## src/hdl/smp_regs.vh

```
`ifndef SMP_REGS_VH
`define SMP_REGS_VH

// Register byte offsets on the APB
`define SMP_CTRL_OFS 8'h00
`define SMP_STAT_OFS 8'h04
`define SMP_DATA_OFS 8'h08

// Control register fields
`define SMP_CTL_SPR_LO 0
`define SMP_CTL_SPR_HI 1
`define SMP_CTL_CLOCK_PHASE_BIT 2
`define SMP_CTL_CLOCK_POLARITY_BIT 3
`define SMP_CTL_MASTER_SELECT_BIT 4
`define SMP_CTL_DATA_ORDER_BIT 5
`define SMP_CTL_PORT_ENABLE_BIT 6
`define SMP_CTL_SELECT_IGNORE_BIT 7
`define SMP_CTL_IEN 8
`define SMP_CTL_W 9
`define SMP_CTL_RST 9'h000

// Status register fields, write one to clear
`define SMP_STAT_WRITE_COLLISION_FLAG 6
`define SMP_STAT_TRANSFER_COMPLETE_FLAG 7

// Prescaler codes
`define SMP_SPR_DIV4 2'h0
`define SMP_SPR_DIV16 2'h1
`define SMP_SPR_DIV64 2'h2
`define SMP_SPR_DIV128 2'h3

// Half bit period minus one, in pclk cycles
`define SMP_HALF_M1_DIV4 6'h01
`define SMP_HALF_M1_DIV16 6'h07
`define SMP_HALF_M1_DIV64 6'h1F
`define SMP_HALF_M1_DIV128 6'h3F

// Last clock edge index and last bit index of a byte
`define SMP_LAST_EDGE 4'hF
`define SMP_LAST_BIT 4'h7

`endif

```

## src/hdl/smp_sync.v

```verilog
`timescale 1ns/10ps

// Two-stage synchroniser for pin inputs
module smp_sync #(
	parameter WIDTH = 4
) (
	// Clock and reset
	input wire pclk,
	input wire presetn,
	input wire ce,
	// Asynchronous in, synchronised out
	input wire [WIDTH-1:0] async_in,
	output reg [WIDTH-1:0] sync_q
);

	reg [WIDTH-1:0] meta_q;

	// First stage feeds only the second
	always @(posedge pclk or negedge presetn) begin
		if (!presetn) begin
			meta_q <= {WIDTH{1'b1}};
			sync_q <= {WIDTH{1'b1}};
		end else if (ce) begin
			meta_q <= async_in;
			sync_q <= meta_q;
		end
	end

endmodule

```

## src/hdl/smp_port.v

```verilog
// Implementation choices: the placing of the registers and the APB register port.
`timescale 1ns/10ps
`include "smp_regs.vh"

// Behaviour
// - Enable bit low disables port and releases all four pins.
// - Slave drives slave-out only while select is low or ignore is set; otherwise high-Z.
// - Idle master, select high, ignore clear: master-out and clock high-Z.
// - Active master drives master-out and clock push-pull.
// - Select low with ignore clear clears the master bit.
// - Phase 0 slave: data write with select low is a collision.
// - Phase 1 slave allows ignore set or select held low.
// - Enabled master: data write starts clock and transfer.
// - First master-out bit appears half to one bit time later.
// - After a byte, clock stops, complete flag sets, interrupt if enabled.
// - Master and slave shift registers form one 16-bit ring.
// - Select low on master with ignore clear makes it a slave; pins turn around.
// - Forced drop to slave sets the complete flag too.
// - After forced drop, stays slave until software sets master bit.
// - Data write during transfer sets collision flag, write lost.
// - Received byte copied to read buffer; overwritten if unread.
// - Collision flag cleared by writing one.
// - Two-bit prescale field picks serial clock rate.
// - Ignore set: master bit alone picks role, select pin free.
// - Phase 1 drives on leading, samples trailing; polarity sets idle.
// - Order bit 0 shifts MSB first, 1 shifts LSB first.
// - Complete flag cleared by writing one.
module smp_port (
	// Clock, reset, freeze
	input wire pclk,
	input wire presetn,
	input wire ce,
	// APB slave
	input wire psel,
	input wire penable,
	input wire pwrite,
	input wire [7:0] paddr,
	input wire [31:0] pwdata,
	output reg [31:0] prdata,
	output reg pready,
	output reg pslverr,
	// Serial clock pin
	input wire sclk_in,
	output reg sclk_out_q,
	output reg sclk_oe_n_q,
	// Master-out pin
	input wire mosi_in,
	output reg mosi_out_q,
	output reg mosi_oe_n_q,
	// Slave-out pin
	input wire miso_in,
	output reg miso_out_q,
	output reg miso_oe_n_q,
	// Select pin, input only
	input wire ss_n_in,
	// Pin release and interrupt request
	output reg port_released_q,
	output reg irq_q
);

	// Master state codes
	localparam ST_IDLE = 3'b001;
	localparam ST_WAIT = 3'b010;
	localparam ST_RUN = 3'b100;

	reg [`SMP_CTL_W-1:0] ctrl_q;
	reg transfer_complete_flag_q;
	reg write_collision_flag_q;
	reg [7:0] sr_q;
	reg [7:0] rx_q;
	reg [2:0] state_q;
	reg [5:0] div_q;
	reg [3:0] edge_q;
	reg [3:0] bit_q;
	reg sck_p_q;
	reg m_samp_q;
	reg m_fin_q;
	reg [5:0] half_m1;
	reg [31:0] rd_mux;
	reg rd_hit;

	wire [3:0] pin_s;
	wire sck_s = pin_s[3];
	wire mosi_s = pin_s[2];
	wire miso_s = pin_s[1];
	wire ss_n_s = pin_s[0];

	// Pin inputs pass two flops
	smp_sync #(
		.WIDTH(4)
	) u_sync (
		.pclk(pclk),
		.presetn(presetn),
		.ce(ce),
		.async_in({sclk_in, mosi_in, miso_in, ss_n_in}),
		.sync_q(pin_s)
	);

	// Control fields
	wire clock_phase_bit = ctrl_q[`SMP_CTL_CLOCK_PHASE_BIT];
	wire clock_polarity_bit = ctrl_q[`SMP_CTL_CLOCK_POLARITY_BIT];
	wire master_select_bit = ctrl_q[`SMP_CTL_MASTER_SELECT_BIT];
	wire data_order_bit = ctrl_q[`SMP_CTL_DATA_ORDER_BIT];
	wire en = ctrl_q[`SMP_CTL_PORT_ENABLE_BIT];
	wire select_ignore_bit = ctrl_q[`SMP_CTL_SELECT_IGNORE_BIT];
	wire ien = ctrl_q[`SMP_CTL_IEN];
	wire [1:0] spr = ctrl_q[`SMP_CTL_SPR_HI:`SMP_CTL_SPR_LO];

	// Role selection
	// enable and master bit
	wire ss_low = ~ss_n_s;
	wire is_master = en & master_select_bit;
	wire forced = is_master & ~select_ignore_bit & ss_low;
	wire slv_sel = en & ~master_select_bit & (select_ignore_bit | ss_low);

	// APB phases
	wire setup = psel & ~penable;
	wire acc_done = psel & penable & pready;
	wire wr_ctrl = acc_done & pwrite & (paddr == `SMP_CTRL_OFS);
	wire wr_stat = acc_done & pwrite & (paddr == `SMP_STAT_OFS);
	wire data_wr = acc_done & pwrite & (paddr == `SMP_DATA_OFS);

	always @* begin
		case (spr)
		`SMP_SPR_DIV4: half_m1 = `SMP_HALF_M1_DIV4;
		`SMP_SPR_DIV16: half_m1 = `SMP_HALF_M1_DIV16;
		`SMP_SPR_DIV64: half_m1 = `SMP_HALF_M1_DIV64;
		default: half_m1 = `SMP_HALF_M1_DIV128;
		endcase
	end

	// Master clock edges
	wire tick = (div_q == half_m1);
	wire m_go = state_q[1] & tick;
	wire m_edge = state_q[2] & tick;
	wire m_lead = m_edge & ~edge_q[0];
	wire m_trail = m_edge & edge_q[0];
	wire m_done = m_edge & (edge_q == `SMP_LAST_EDGE);

	wire s_rise = sck_s & ~sck_p_q;
	wire s_fall = ~sck_s & sck_p_q;
	wire s_lead = slv_sel & (clock_polarity_bit ? s_fall : s_rise);
	wire s_trail = slv_sel & (clock_polarity_bit ? s_rise : s_fall);
	wire lead = is_master ? m_lead : s_lead;
	wire trail = is_master ? m_trail : s_trail;

	// phase picks sample and drive edges
	// Master samples a cycle late: slave-in lags two flops
	wire m_samp_now = clock_phase_bit ? m_trail : m_lead;
	wire s_samp = clock_phase_bit ? s_trail : s_lead;
	wire sample_ev = is_master ? m_samp_q : s_samp;
	wire drive_ev = clock_phase_bit ? lead : trail;

	// shift in what the far end shifts out
	wire in_bit = is_master ? miso_s : mosi_s;
	wire [7:0] sr_shift = data_order_bit ? {in_bit, sr_q[7:1]} : {sr_q[6:0], in_bit};
	wire top = data_order_bit ? sr_q[0] : sr_q[7];

	wire s_done = ~is_master & sample_ev & (bit_q == `SMP_LAST_BIT);
	wire xfer_done = m_fin_q | s_done;

	// phase 0 slave with select low
	wire s_cph0_sel = en & ~master_select_bit & ~clock_phase_bit & ss_low;
	wire s_busy = (bit_q != 4'h0) | s_cph0_sel;
	wire m_busy = ~state_q[0] | m_fin_q;
	wire collide = data_wr & (is_master ? m_busy : s_busy);
	// enabled idle master starts on write
	wire start = data_wr & is_master & ~m_busy & ~forced;

	wire transfer_complete_flag_clr = wr_stat & pwdata[`SMP_STAT_TRANSFER_COMPLETE_FLAG];
	wire write_collision_flag_clr = wr_stat & pwdata[`SMP_STAT_WRITE_COLLISION_FLAG];
	// completion and forced drop set flag
	wire transfer_complete_flag_d = xfer_done | forced | (transfer_complete_flag_q & ~transfer_complete_flag_clr);

	// Read mux and address decode
	always @* begin
		rd_mux = 32'h0000_0000;
		rd_hit = 1'b1;
		case (paddr)
		`SMP_CTRL_OFS: rd_mux[`SMP_CTL_W-1:0] = ctrl_q;
		`SMP_STAT_OFS: begin
			rd_mux[`SMP_STAT_TRANSFER_COMPLETE_FLAG] = transfer_complete_flag_q;
			rd_mux[`SMP_STAT_WRITE_COLLISION_FLAG] = write_collision_flag_q;
		end
		`SMP_DATA_OFS: rd_mux[7:0] = rx_q;
		default: rd_hit = 1'b0;
		endcase
	end

	// APB answer, one cycle after setup
	always @(posedge pclk or negedge presetn) begin
		if (!presetn) begin
			prdata <= 32'h0000_0000;
			pready <= 1'b0;
			pslverr <= 1'b0;
		end else if (ce) begin
			if (setup) begin
				pready <= 1'b1;
				pslverr <= ~rd_hit;
				prdata <= pwrite ? 32'h0000_0000 : rd_mux;
			end else if (acc_done) begin
				pready <= 1'b0;
				pslverr <= 1'b0;
				prdata <= 32'h0000_0000;
			end
		end
	end

	// Control register
	always @(posedge pclk or negedge presetn) begin
		if (!presetn) begin
			ctrl_q <= `SMP_CTL_RST;
		end else if (ce) begin
			if (wr_ctrl)
				ctrl_q <= pwdata[`SMP_CTL_W-1:0];
			if (forced)
				ctrl_q[`SMP_CTL_MASTER_SELECT_BIT] <= 1'b0;
		end
	end

	// Status flags, set wins over clear
	always @(posedge pclk or negedge presetn) begin
		if (!presetn) begin
			transfer_complete_flag_q <= 1'b0;
			write_collision_flag_q <= 1'b0;
		end else if (ce) begin
			transfer_complete_flag_q <= transfer_complete_flag_d;
			write_collision_flag_q <= collide | (write_collision_flag_q & ~write_collision_flag_clr);
		end
	end

	// Master clock generator
	always @(posedge pclk or negedge presetn) begin
		if (!presetn) begin
			state_q <= ST_IDLE;
			div_q <= 6'h00;
			edge_q <= 4'h0;
			sclk_out_q <= 1'b0;
			m_samp_q <= 1'b0;
			m_fin_q <= 1'b0;
		end else if (ce) begin
			// Late sample and late finish of a master byte
			m_samp_q <= m_samp_now & ~forced;
			m_fin_q <= m_done & ~forced;
			case (state_q)
			ST_IDLE: begin
				div_q <= 6'h00;
				edge_q <= 4'h0;
				sclk_out_q <= clock_polarity_bit;
				if (start)
					state_q <= ST_WAIT;
			end
			ST_WAIT: begin
				div_q <= tick ? 6'h00 : div_q + 6'h01;
				if (tick)
					state_q <= ST_RUN;
			end
			ST_RUN: begin
				div_q <= tick ? 6'h00 : div_q + 6'h01;
				if (tick) begin
					sclk_out_q <= ~sclk_out_q;
					edge_q <= edge_q + 4'h1;
				end
				if (m_done)
					state_q <= ST_IDLE;
			end
			default: state_q <= ST_IDLE;
			endcase
			if (forced | ~is_master) begin
				state_q <= ST_IDLE;
				sclk_out_q <= clock_polarity_bit;
			end
		end
	end

	// Shift register, bit count, read buffer
	always @(posedge pclk or negedge presetn) begin
		if (!presetn) begin
			sr_q <= 8'h00;
			rx_q <= 8'h00;
			bit_q <= 4'h0;
			sck_p_q <= 1'b1;
		end else if (ce) begin
			sck_p_q <= sck_s;
			if (data_wr & ~collide)
				sr_q <= pwdata[7:0];
			else if (sample_ev)
				sr_q <= sr_shift;
			if (is_master | ~slv_sel)
				bit_q <= 4'h0;
			else if (s_done)
				bit_q <= 4'h0;
			else if (sample_ev)
				bit_q <= bit_q + 4'h1;
			if (m_fin_q)
				rx_q <= sample_ev ? sr_shift : sr_q;
			else if (s_done)
				rx_q <= sr_shift;
			// phase 1: select may stay low
			if (~is_master & slv_sel & ~clock_phase_bit & ss_n_s)
				bit_q <= 4'h0;
		end
	end

	// Pin drivers and enables
	always @(posedge pclk or negedge presetn) begin
		if (!presetn) begin
			mosi_out_q <= 1'b1;
			miso_out_q <= 1'b1;
			sclk_oe_n_q <= 1'b1;
			mosi_oe_n_q <= 1'b1;
			miso_oe_n_q <= 1'b1;
			port_released_q <= 1'b1;
			irq_q <= 1'b0;
		end else if (ce) begin
			// phase 0 first bit at half bit
			if (is_master & ((m_go & ~clock_phase_bit) | drive_ev))
				mosi_out_q <= top;
			if (~is_master & (drive_ev | (bit_q == 4'h0)))
				miso_out_q <= top;
			sclk_oe_n_q <= ~(is_master & ~forced & (select_ignore_bit | m_busy | start));
			mosi_oe_n_q <= ~(is_master & ~forced & (select_ignore_bit | m_busy | start));
			miso_oe_n_q <= ~slv_sel;
			port_released_q <= ~en;
			irq_q <= transfer_complete_flag_d & ien;
		end
	end

endmodule

```

## config.mk

```make
export PLATFORM = sky130hd
export DESIGN_NAME = smp_port
export DESIGN_NICKNAME = d
export VERILOG_FILES = /design/src/hdl/smp_sync.v /design/src/hdl/smp_port.v
export VERILOG_INCLUDE_DIRS = /design/src /design/src/hdl
export SDC_FILE = /design/constraint.sdc
export NUM_CORES = 1
export LEC_CHECK = 0
export BUFFER_PORTS_ARGS = -buffer_cell sky130_fd_sc_hd__buf_2
export CAP_MARGIN = 15
export CORE_UTILIZATION = 50
export DETAILED_ROUTE_END_ITERATION = 12
export GPL_ROUTABILITY_DRIVEN = 0
export PLACE_DENSITY = 0.81
export SLEW_MARGIN = 25
export SYNTH_ARGS = -nofsm -noshare
export SYNTH_HDL_FRONTEND = slang
export SYNTH_SLANG_ARGS = --single-unit
```

## constraint.sdc

```tcl
create_clock -name pclk -period 1.9 [get_ports pclk]
set_input_delay 0.38 -clock pclk [delete_from_list [all_inputs] [get_ports pclk]]
set_output_delay 0.38 -clock pclk [all_outputs]
set_load 0.01 [all_outputs]
```

==> summary.txt, run 1 <==
Status: finished with violations
Failing checks: design-rule violations, negative setup slack
Slew margin rel.: 0.640
Depth of the CTS H-tree: 3
Finished Core Util: 0.661
MaxCap Viol Count: 0
Hold Fails Final Rpt: 0
DR vias/cell: 5.81
Global route overflow: 0
Synth Area in Adders: 0.0119
First-pass DRT Iterations: 9
Die area: 8810 um2
Io pins: 92
Simple logic cell fraction of the synthesized area: 0.199
R2R setup slack: -0.13 ns
Synth Register Bits: 73
Startpoint types: flip-flop
Clk_lat worst skew: 0.36 ns
Met3 WL: 678 um
Cts hold-fix bufs: 0
Clock tree root buffer cell: clkbuf_8
Synth unique cells: 69
Crit path DAT: 2.32 ns
Top cells by area, synth: dfrtp_1, dfstp_2, mux2_2
Antenna Nets Post-Route: 0
Static leakage: 2.56 nW
Post-Synthesis Cells: 430
CTS tree: yes
Die Span Y: 93.9 um
CP required: 2.19 ns
Largest net degree at the start of global routing: 74
GRT Total Usage: 0.257
Multiplexer share of the synthesized area: 0.107
Synth Area in Compound Gates: 0.146
Layout cells sized above 1: 0.407
RSZ-0062 raised after global routing: yes
Main synth FF type: dfrtp_1
Clock-pin slew on the worst setup and hold paths: 0.09 ns
Area Growth Syn to Fin: 27.9%
FFs w/ async S/R, synth: 1.00
Max Slew Vio Count: 0
Top-count cell post-synth: nand2_1
PortBufs: 45
Setup Crit Path Kind: flip-flop to flip-flop
Routed metal-1 wire length: 4530 um
Top-area cell type share of the netlist area: 0.344
Initial antenna violation count: 0
Worst vdd ir: 0.431 mV
Placed insts: 613
Die X: 93.9 um
Crit. End Element: flip-flop
Slew @ Worst Pin: 0.540 ns
Met2 wire length: 5670 um
EDFF count, synth: 0
Post-layout min period: 2.03 ns
Clk_skew: 0.0143 ns
CTS Buf Count: 9
Diode count: 0
First-pass GRT wire length: 17300 um
Vias: 3718
R2r endpoint: edge_q[3]$_DFFE_PN0P_
CORE AREA: 8180 um2
F_max: 492 MHz
DR iter-0 viols: 399
Syn_area_per_cell: 9.82 um2
Vias in the first global route: 3548
Post-synthesis xor/xnor area fraction: 0.0184
Cell Rows: 33
Nets: 584
Crit path max fanout: 6
Worst Hold Class: input pin to asynchronous set/reset pin
Synth area leader: dfrtp_1
CTS sink count: 73
Non-filler cells, final: 640
Total length of routed wires: 11000 um
Top cells by count, synth: nand2_1, dfrtp_1, buf_4, o21ai_0, mux2_2
Ys Warns: 0
Final HPWL DP: 7320 um
Initial core utilization: 0.516
Largest family of logic cells by synthesized area: simple AND/OR/NAND/NOR gates
Worst Reg-to-Reg Cells: 6
Worst reg2reg path startpoint: ctrl_q[1]$_DFFE_PN0P_
Post-Syn Area: 4220 um2
Pwr Total: 3.20 mW
Drt wl/cell: 17.2 um
DRC viols: 2
DR top layer: met4
Final WS setup: -0.131 ns
Final cycle utilization of the critical path: 1.07
Power per cell area: 593 nW/um2
Seq/Total Area, Yosys: 0.437
# setup viols final: 16
Max Buffers Root-to-Sink: 2
==> worst max-delay path: stages, from the launching register on <==
cell,delay [ns]
dfrtp_2,0.46
or4b_4,0.51
o22ai_4,0.18
buf_6,0.15
nand3_4,0.08
or4b_1,0.49
o21ai_1,0.09
==> metrics by stage <==
| step | hold slack, ns | instance area [um2] | worst slack, ns | TNS, ns |
|---|---|---|---|---|
| after floorplan | 0.0844 | 4320 | -0.0182 | -0.152 |
| after global placement | 0.435 | 4830 | -0.229 | -2.35 |
| after detailed placement | 0.439 | 4830 | -0.317 | -4.29 |
| after CTS | 0.0488 | 5240 | -0.151 | -1.22 |
| after global routing | 0.0507 | 5400 | -0.217 | -1.86 |
| final | 0.0198 | 5400 | -0.131 | -0.854 |
==> report_power, final <==
group	leakage (nW)	switching (mW)	total, mW	internal, mW
Combinational	1.56	0.230	0.389	0.160
Sequential	0.917	0.0355	1.65	1.62
Clock	0.0912	0.662	1.16	0.497
Total	2.56	0.928	3.20	2.27
==> kinds of logic after synthesis <==
family,after synthesis
AND/OR/NAND/NOR,152
AO/OA/AOI/OAI,89
flip-flops,73
buffers and inverters,61
multiplexers,42
XOR/XNOR,8
adder cells (fa/ha/maj),4
other,1
==> layer usage <==
layer	vias up	global-route usage
met5	-	0
met4	0	0.0782
met3	21	0.0599
met2	174	0.443
met1	1828	0.320
li1	1695	-
==> flip-flops by register name, indices dropped and copies added (netlist names), 3 cells and up <==
signal         count
ctrl_q             9
prdata             9
rx_q               8
sr_q               8
div_q              6
bit_q              4
edge_q             4
u_sync.meta_q      4
u_sync.sync_q      4
state_q            3
==> layout make-up <==
class | instances | area (um2)
Fill cell | 585 | 2770
Multi-Input combinational cell | 318 | 2380
Sequential cell | 73 | 1850
Timing Repair Buffer | 112 | 800
Tap cell | 105 | 131
Clock buffer | 9 | 124
Clock inverter | 7 | 60.1
Inverter | 16 | 60.1
==> cell usage in the layout, fill, tap and decap left out, types with 6 or more instances in the layout <==
| cell type | instances |
|---|---|
| buf_4 | 55 |
| o21ai_1 | 14 |
| dfstp_2 | 15 |
| nor2_1 | 16 |
| a21oi_1 | 7 |
| nand2_1 | 56 |
| nand3_1 | 18 |
| o221ai_2 | 8 |
| dfrtp_1 | 57 |
| clkbuf_8 | 9 |
| mux2_2 | 23 |
| nand4_1 | 7 |
| buf_6 | 9 |
| inv_1 | 16 |
| conb_1 | 23 |
| o21ai_0 | 24 |
| buf_2 | 45 |
| xor2_1 | 6 |
| mux2i_1 | 16 |
==> how the worst max path moves through the flow <==
stage                     startpoint                endpoint  slack (ns)  depth (start not counted)
4_1_cts        ctrl_q[1]$_DFFE_PN0P_  mosi_out_q$_DFFE_PN1P_       -0.15                          5
3_3_place_gp    bit_q[0]$_DFFE_PN0P_     sr_q[6]$_DFFE_PN0P_       -0.23                          7
2_1_floorplan   bit_q[0]$_DFFE_PN0P_     sr_q[0]$_DFFE_PN0P_       -0.02                          9
6_report       ctrl_q[1]$_DFFE_PN0P_   edge_q[3]$_DFFE_PN0P_       -0.13                          6
3_5_place_dp    bit_q[0]$_DFFE_PN0P_     sr_q[4]$_DFFE_PN0P_       -0.32                          7
5_1_grt        ctrl_q[1]$_DFFE_PN0P_  mosi_out_q$_DFFE_PN1P_       -0.22                          5
==> timing repair <==
action	4_1_cts	5_1_grt
pin swaps	13	9
endpoints found under the setup margin	30	34
setup buffers	5	6
resized for setup	36	25
(Power assumes the default switching activity.)
==> run 2: changes to the inputs <==
- CORE_UTILIZATION: 50 -> 55
- CTS_CLUSTER_SIZE: not set -> 16
- PLACE_DENSITY: 0.81 -> 0.85
- clock period: 1.9 -> 2.4 ns (I/O delays scaled with it)
==> run 2 against run 1 <==
The run now ends clean. Worst setup slack improved by 0.31 ns. Power fell by 22%. Wire length shrank 19%. Utilization down 2.5 points. Critical path depth up 1. Die area shrank 8.9%. Fmax down 8.4%. Clock-buffer cell count unchanged. Cell count fell by 9.7%. Sequential power is 21% lower. Highest routed layer unchanged.
==> summary.txt, run 2 (synthesis results as in run 1) <==
First-pass GRT wire length: 14500 um
Nets: 528
Commonest non-fill, non-tap cell in the layout: nand2_1
Switching share of power: 0.288
R2r endpoint: sr_q[6]$_DFFE_PN0P_
Crit. End Element: flip-flop
Combinational power share: 0.098
Clock tree root buffer cell: clkbuf_8
Worst vdd ir: 0.254 mV
Final WS setup: 0.181 ns
Multi-input gate area: 2120 um2
Crit path max fanout: 8
Layout cells sized above 1: 0.269
Status: complete, no violations
Drt wl/cell: 15.5 um
CTS Buf Count: 9
Seq. cell area: 1850 um2
Die area: 8030 um2
Largest regs: ctrl_q (9), prdata (9)
Hold Fails Final Rpt: 0
Sequential share of power: 0.528
Area Growth Syn to Fin: 10.3%
Cts hold-fix bufs: 0
Diode count: 0
Final HPWL DP: 6500 um
Net Sw Power: 0.716 mW
Depth of the CTS H-tree: 3
CORE AREA: 7330 um2
Crit path DAT: 2.46 ns
Initial antenna violation count: 0
Clk_lat worst skew: 0.36 ns
Fillers: 604
Die Span Y: 89.6 um
Dpl ws: 0.160 ns
CP required: 2.64 ns
# setup viols final: 0
DR iter-0 viols: 320
Global route overflow: 0
Vias: 3315
Slew margin rel.: 0.579
Vias in the first global route: 3052
DRC viols: 0
CTS sink count: 73
Max Slew Vio Count: 0
GRT Total Usage: 0.243
Worst Hold Class: input pin to asynchronous set/reset pin
Commonest non-fill, non-tap cells in the layout: nand2_1, dfrtp_1, buf_2, o21ai_0
F_max: 451 MHz
Worst reg2reg path startpoint: bit_q[0]$_DFFE_PN0P_
CTS tree: yes
Post-layout min period: 2.22 ns
Internal: 1.77 mW
Post-CTS sizing: 0
Cell Rows: 31
MaxCap Viol Count: 0
Total length of routed wires: 8980 um
Setup Crit Path Kind: flip-flop to flip-flop
Static leakage: 2.23 nW
Startpoint types: flip-flop
Postcts setup bufs: 0
Max Buffers Root-to-Sink: 2
Final cycle utilization of the critical path: 0.924
Clk_skew: 0.00953 ns
DR vias/cell: 5.74
RSZ-0062 raised after global routing: no
Io pins: 92
Antenna Nets Post-Route: 0
First-pass DRT Iterations: 5
Largest net degree at the start of global routing: 74
Power per cell area: 533 nW/um2
Post-Route Setup TNS: 0 ns
Slew @ Worst Pin: 0.630 ns
Worst Reg-to-Reg Cells: 7
Clock-pin slew on the worst setup and hold paths: 0.09 ns
Clock share of power: 0.375
PortBufs: 45
R2R setup slack: 0.18 ns
Initial core utilization: 0.576
Die X: 89.6 um
## run 2: changes by cell type in the layout (fill, tap and decap cells not counted), sizes merged
cell      previous run  this run
clkinvlp             1         2
clkinv               2         1
buf                112        56
## run 2: how the worst max path moves through the flow
| stage | start | to | slack (ns) |
|---|---|---|---|
| final | bit_q[0]$_DFFE_PN0P_ | sr_q[6]$_DFFE_PN0P_ | 0.18 |
| after floorplan | bit_q[0]$_DFFE_PN0P_ | sr_q[0]$_DFFE_PN0P_ | 0.40 |
| after global placement | bit_q[0]$_DFFE_PN0P_ | sr_q[5]$_DFFE_PN0P_ | 0.16 |
| after detailed placement | bit_q[0]$_DFFE_PN0P_ | sr_q[5]$_DFFE_PN0P_ | 0.16 |
| after global routing | bit_q[0]$_DFFE_PN0P_ | sr_q[1]$_DFFE_PN0P_ | 0.06 |
| after CTS | bit_q[0]$_DFFE_PN0P_ | sr_q[5]$_DFFE_PN0P_ | 0.12 |
## run 2: final cells by class
type,count,share of cell area
clock buffers,9,0.0266
clock inverters,7,0.0132
inverters,16,0.0129
multi-input cells,318,0.456
flip-flops and latches,73,0.396
well taps,99,0.0266
repair buffers,56,0.0688
## run 2: worst max-delay path, cell delays in order, from the launching register on
cell	delay [ns]
dfrtp_1	0.44
inv_1	0.08
ha_1	0.13
or3b_1	0.38
o31ai_1	0.34
nor2b_1	0.30
o21a_2	0.29
o221ai_1	0.14
## run 2: per-layer routing
metal	track usage	wire, um	part of all wire
met1	0.309	3890	0.43
met3	0.0631	514	0.057
met5	0	0	0
met4	0.0880	165	0.018
met2	0.400	4410	0.49
## run 2: power by group through the flow
| stage | clock network [mW] | logic, mW | registers, mW |
|---|---|---|---|
| 6_report | 0.930 | 0.242 | 1.31 |
| 2_1_floorplan | 0 | 0.178 | 1.33 |
| 3_5_place_dp | 0 | 0.241 | 1.33 |
| 4_1_cts | 0.936 | 0.242 | 1.31 |
| 5_1_grt | 0.995 | 0.272 | 1.32 |
| 3_3_place_gp | 0 | 0.235 | 1.33 |
## run 2: per-stage QoR
stage               std cells  power (mW)   util  hold slack [ns]  cell area (um2)
floorplan                 452        1.50      -            0.184             4300
global placement          562        1.57  0.610            0.457             4470
detailed placement        562        1.58  0.610            0.463             4470
CTS                       578        2.49  0.635            0.149             4650
global route              578        2.58  0.635            0.170             4660
finish                    578        2.48  0.635            0.114             4660
==> run 3: changes to the inputs <==
- ABC_AREA: not set -> 1
- CAP_MARGIN: 15 -> not set
==> run 3 against run 2 <==
First-iteration DRC count rose by 5.6%. Power increased by 5.1%. Cell area rose by 0.38%. Utilization down 0.097 points. Sequential power about the same. Register-to-register slack better by 0.27 ns. Sequential cell count stayed put. Synthesized cell count grew 30%. Via count up 16%. Global-route usage rose by 1.5 points. Largest power group unchanged.
==> summary.txt, run 3 <==
Post-layout min period: 1.95 ns
Power per cell area: 558 nW/um2
Post-Route Setup TNS: 0 ns
Worst Hold Class: input pin to asynchronous set/reset pin
Net Sw Power: 0.667 mW
First-pass GRT wire length: 16700 um
DR vias/cell: 5.44
Slew @ Worst Pin: 0.618 ns
Startpoint types: flip-flop
Syn_area_per_cell: 7.57 um2
Total length of routed wires: 9760 um
Final HPWL DP: 7060 um
Top cells by area, synth: dfrtp_1, nand2_1, dfstp_2
Synth unique cells: 45
Post-Syn Area: 4240 um2
Die area: 8060 um2
Clk_skew: 0.00940 ns
Commonest non-fill, non-tap cell in the layout: nand2_1
MaxCap Viol Count: 0
CTS sink count: 73
Synth Register Bits: 73
CTS tree: yes
Clk_lat worst skew: 0.35 ns
# setup viols final: 0
FFs w/ async S/R, synth: 1.00
Initial antenna violation count: 0
Status: complete, no violations
Placed Area: 4460 um2
Global route overflow: 0
Synth area leader: dfrtp_1
RSZ-0062 raised after global routing: no
Postcts setup bufs: 0
Clock tree root buffer cell: clkbuf_8
Die X: 89.8 um
CORE AREA: 7370 um2
Drt wl/cell: 13.8 um
Post-Synthesis Cells: 560
Max Slew Vio Count: 0
Internal: 1.94 mW
Clock share of power: 0.407
Largest regs: ctrl_q (9), prdata (9)
Crit path DAT: 2.18 ns
First-pass DRT Iterations: 5
Static leakage: 2.29 nW
GRT Total Usage: 0.258
Clock-pin slew on the worst setup and hold paths: 0.08 ns
Area Growth Syn to Fin: 10.3%
Nets: 658
Layout cells sized above 1: 0.184
Worst path slowest cell: dfrtp_1
Hold Fails Final Rpt: 0
Largest stage delay on the critical path: 0.43 ns
PortBufs: 45
Cell area after layout: 4680 um2
Crit path max fanout: 8
Die Span Y: 89.8 um
Top-count cell post-synth: nand2_1
Final cycle utilization of the critical path: 0.811
Switching share of power: 0.256
Vias: 3850
Slew margin rel.: 0.584
Ys Warns: 0
DR iter-0 viols: 338
Vias in the first global route: 3602
Diode count: 0
F_max: 514 MHz
Top cells by count, synth: nand2_1, dfrtp_1, nor2_1, inv_1, o21ai_0
CP cell instances: inv_1, ha_1, nand2_1, nor2_1, o31ai_1, o21ai_1, nand2_1, o21ai_0, o21ai_1
Cell Rows: 31
Sequential share of power: 0.507
EDFF count, synth: 0
Largest net degree at the start of global routing: 74
Commonest non-fill, non-tap cells in the layout: nand2_1, dfrtp_1, nor2_1, inv_1, o21ai_0
Io pins: 92
Post-CTS sizing: 0
Setup Crit Path Kind: flip-flop to flip-flop
Crit. End Element: flip-flop
Worst vdd ir: 0.313 mV
CTS Buf Count: 9
CP required: 2.63 ns
Initial core utilization: 0.575
Combinational power share: 0.087
Fillers: 645
Max Buffers Root-to-Sink: 2
Top-area cell type share of the netlist area: 0.342
Main synth FF type: dfrtp_1
Antenna Nets Post-Route: 0
Depth of the CTS H-tree: 3
Seq/Total Area, Yosys: 0.435
DRC viols: 0
Cts hold-fix bufs: 0
-- run 3: cell count changes after synthesis, moves of 7 or more --
cell      change
nand2_1      +97
nor2_1       +40
inv_1        +36
mux2_2       -22
o21ai_0      +21
mux2i_1      -18
o21ai_1      +12
a21oi_1      +10
o221ai_1      -9
inv_2         +7
-- run 3: power groups by stage --
stage | Combinational [mW] | Clock, mW | Sequential [mW]
3_3_place_gp | 0.218 | 0 | 1.34
3_5_place_dp | 0.226 | 0 | 1.34
5_1_grt | 0.258 | 1.14 | 1.33
6_report | 0.226 | 1.06 | 1.32
2_1_floorplan | 0.155 | 0 | 1.34
4_1_cts | 0.226 | 1.08 | 1.32
-- run 3: layout make-up --
class | count | area [um2] | area share
multi-input combinational | 412 | 2000 | 0.428
sequential | 73 | 1850 | 0.395
clock buffer | 9 | 124 | 0.0265
timing repair buffer | 48 | 260 | 0.0557
tap | 99 | 124 | 0.0265
inverter | 60 | 225 | 0.0482
clock inverter | 7 | 93.8 | 0.0201
-- run 3: critical path, delay by kind of cell, from the launching register on --
kind,cells,cell delay (ns)
compound gates,4,0.69
fa+ha+maj,1,0.15
buf+inv,1,0.10
flops,1,0.43
simple gates,3,0.44
-- run 3: worst paths after layout --
| check | from | to | slack [ns] | cells after the start |
|---|---|---|---|---|
| worst min register to register | u_sync.meta_q[0]$_DFFE_PN1P_ | u_sync.meta_q[0]$_DFFE_PN1P_ | 0.46 | 2 |
| min in group pclk | mosi_in | u_sync.meta_q[2]$_DFFE_PN1P_ | 0.32 | 3 |
| worst max-delay path | bit_q[0]$_DFFE_PN0P_ | sr_q[3]$_DFFE_PN0P_ | 0.45 | 9 |
| max in group asynchronous | presetn | port_released_q$_DFFE_PN1P_ | 1.90 | 2 |
| worst min-delay path | presetn | rx_q[3]$_DFFE_PN0P_ | 0.12 | 2 |
| worst max register to register | bit_q[0]$_DFFE_PN0P_ | sr_q[3]$_DFFE_PN0P_ | 0.45 | 9 |
-- run 3: metrics by stage --
stage	setup slack, ns	util	total power, mW	instances	hold slack [ns]
floorplan	0.777	-	1.50	582	0.184
global placement	0.429	0.605	1.56	692	0.452
detailed placement	0.386	0.605	1.57	692	0.456
CTS	0.460	0.634	2.63	708	0.155
global route	0.251	0.634	2.72	708	0.174
finish	0.454	0.634	2.61	708	0.120
-- run 3: metal layers --
layer | track usage | wire length (um)
met4 | 0.0915 | 190
met1 | 0.330 | 4090
met3 | 0.0499 | 607
met2 | 0.435 | 4880
met5 | 0 | 0
-- run 3: logic make-up (layout without fill, tap and decap cells) --
family                     Yosys count  after routing  synth area share
and+or+nand+nor                    265            265             0.269
AOI/OAI and AO/OA                  114            114             0.158
DFF                                 73             73             0.435
muxes                                2              2           0.00531
adders and majority gates            4              4            0.0118
buffers and inverters               97            124             0.112
other                                1             23          0.000884
xor gates and xnor gates             4              4           0.00826
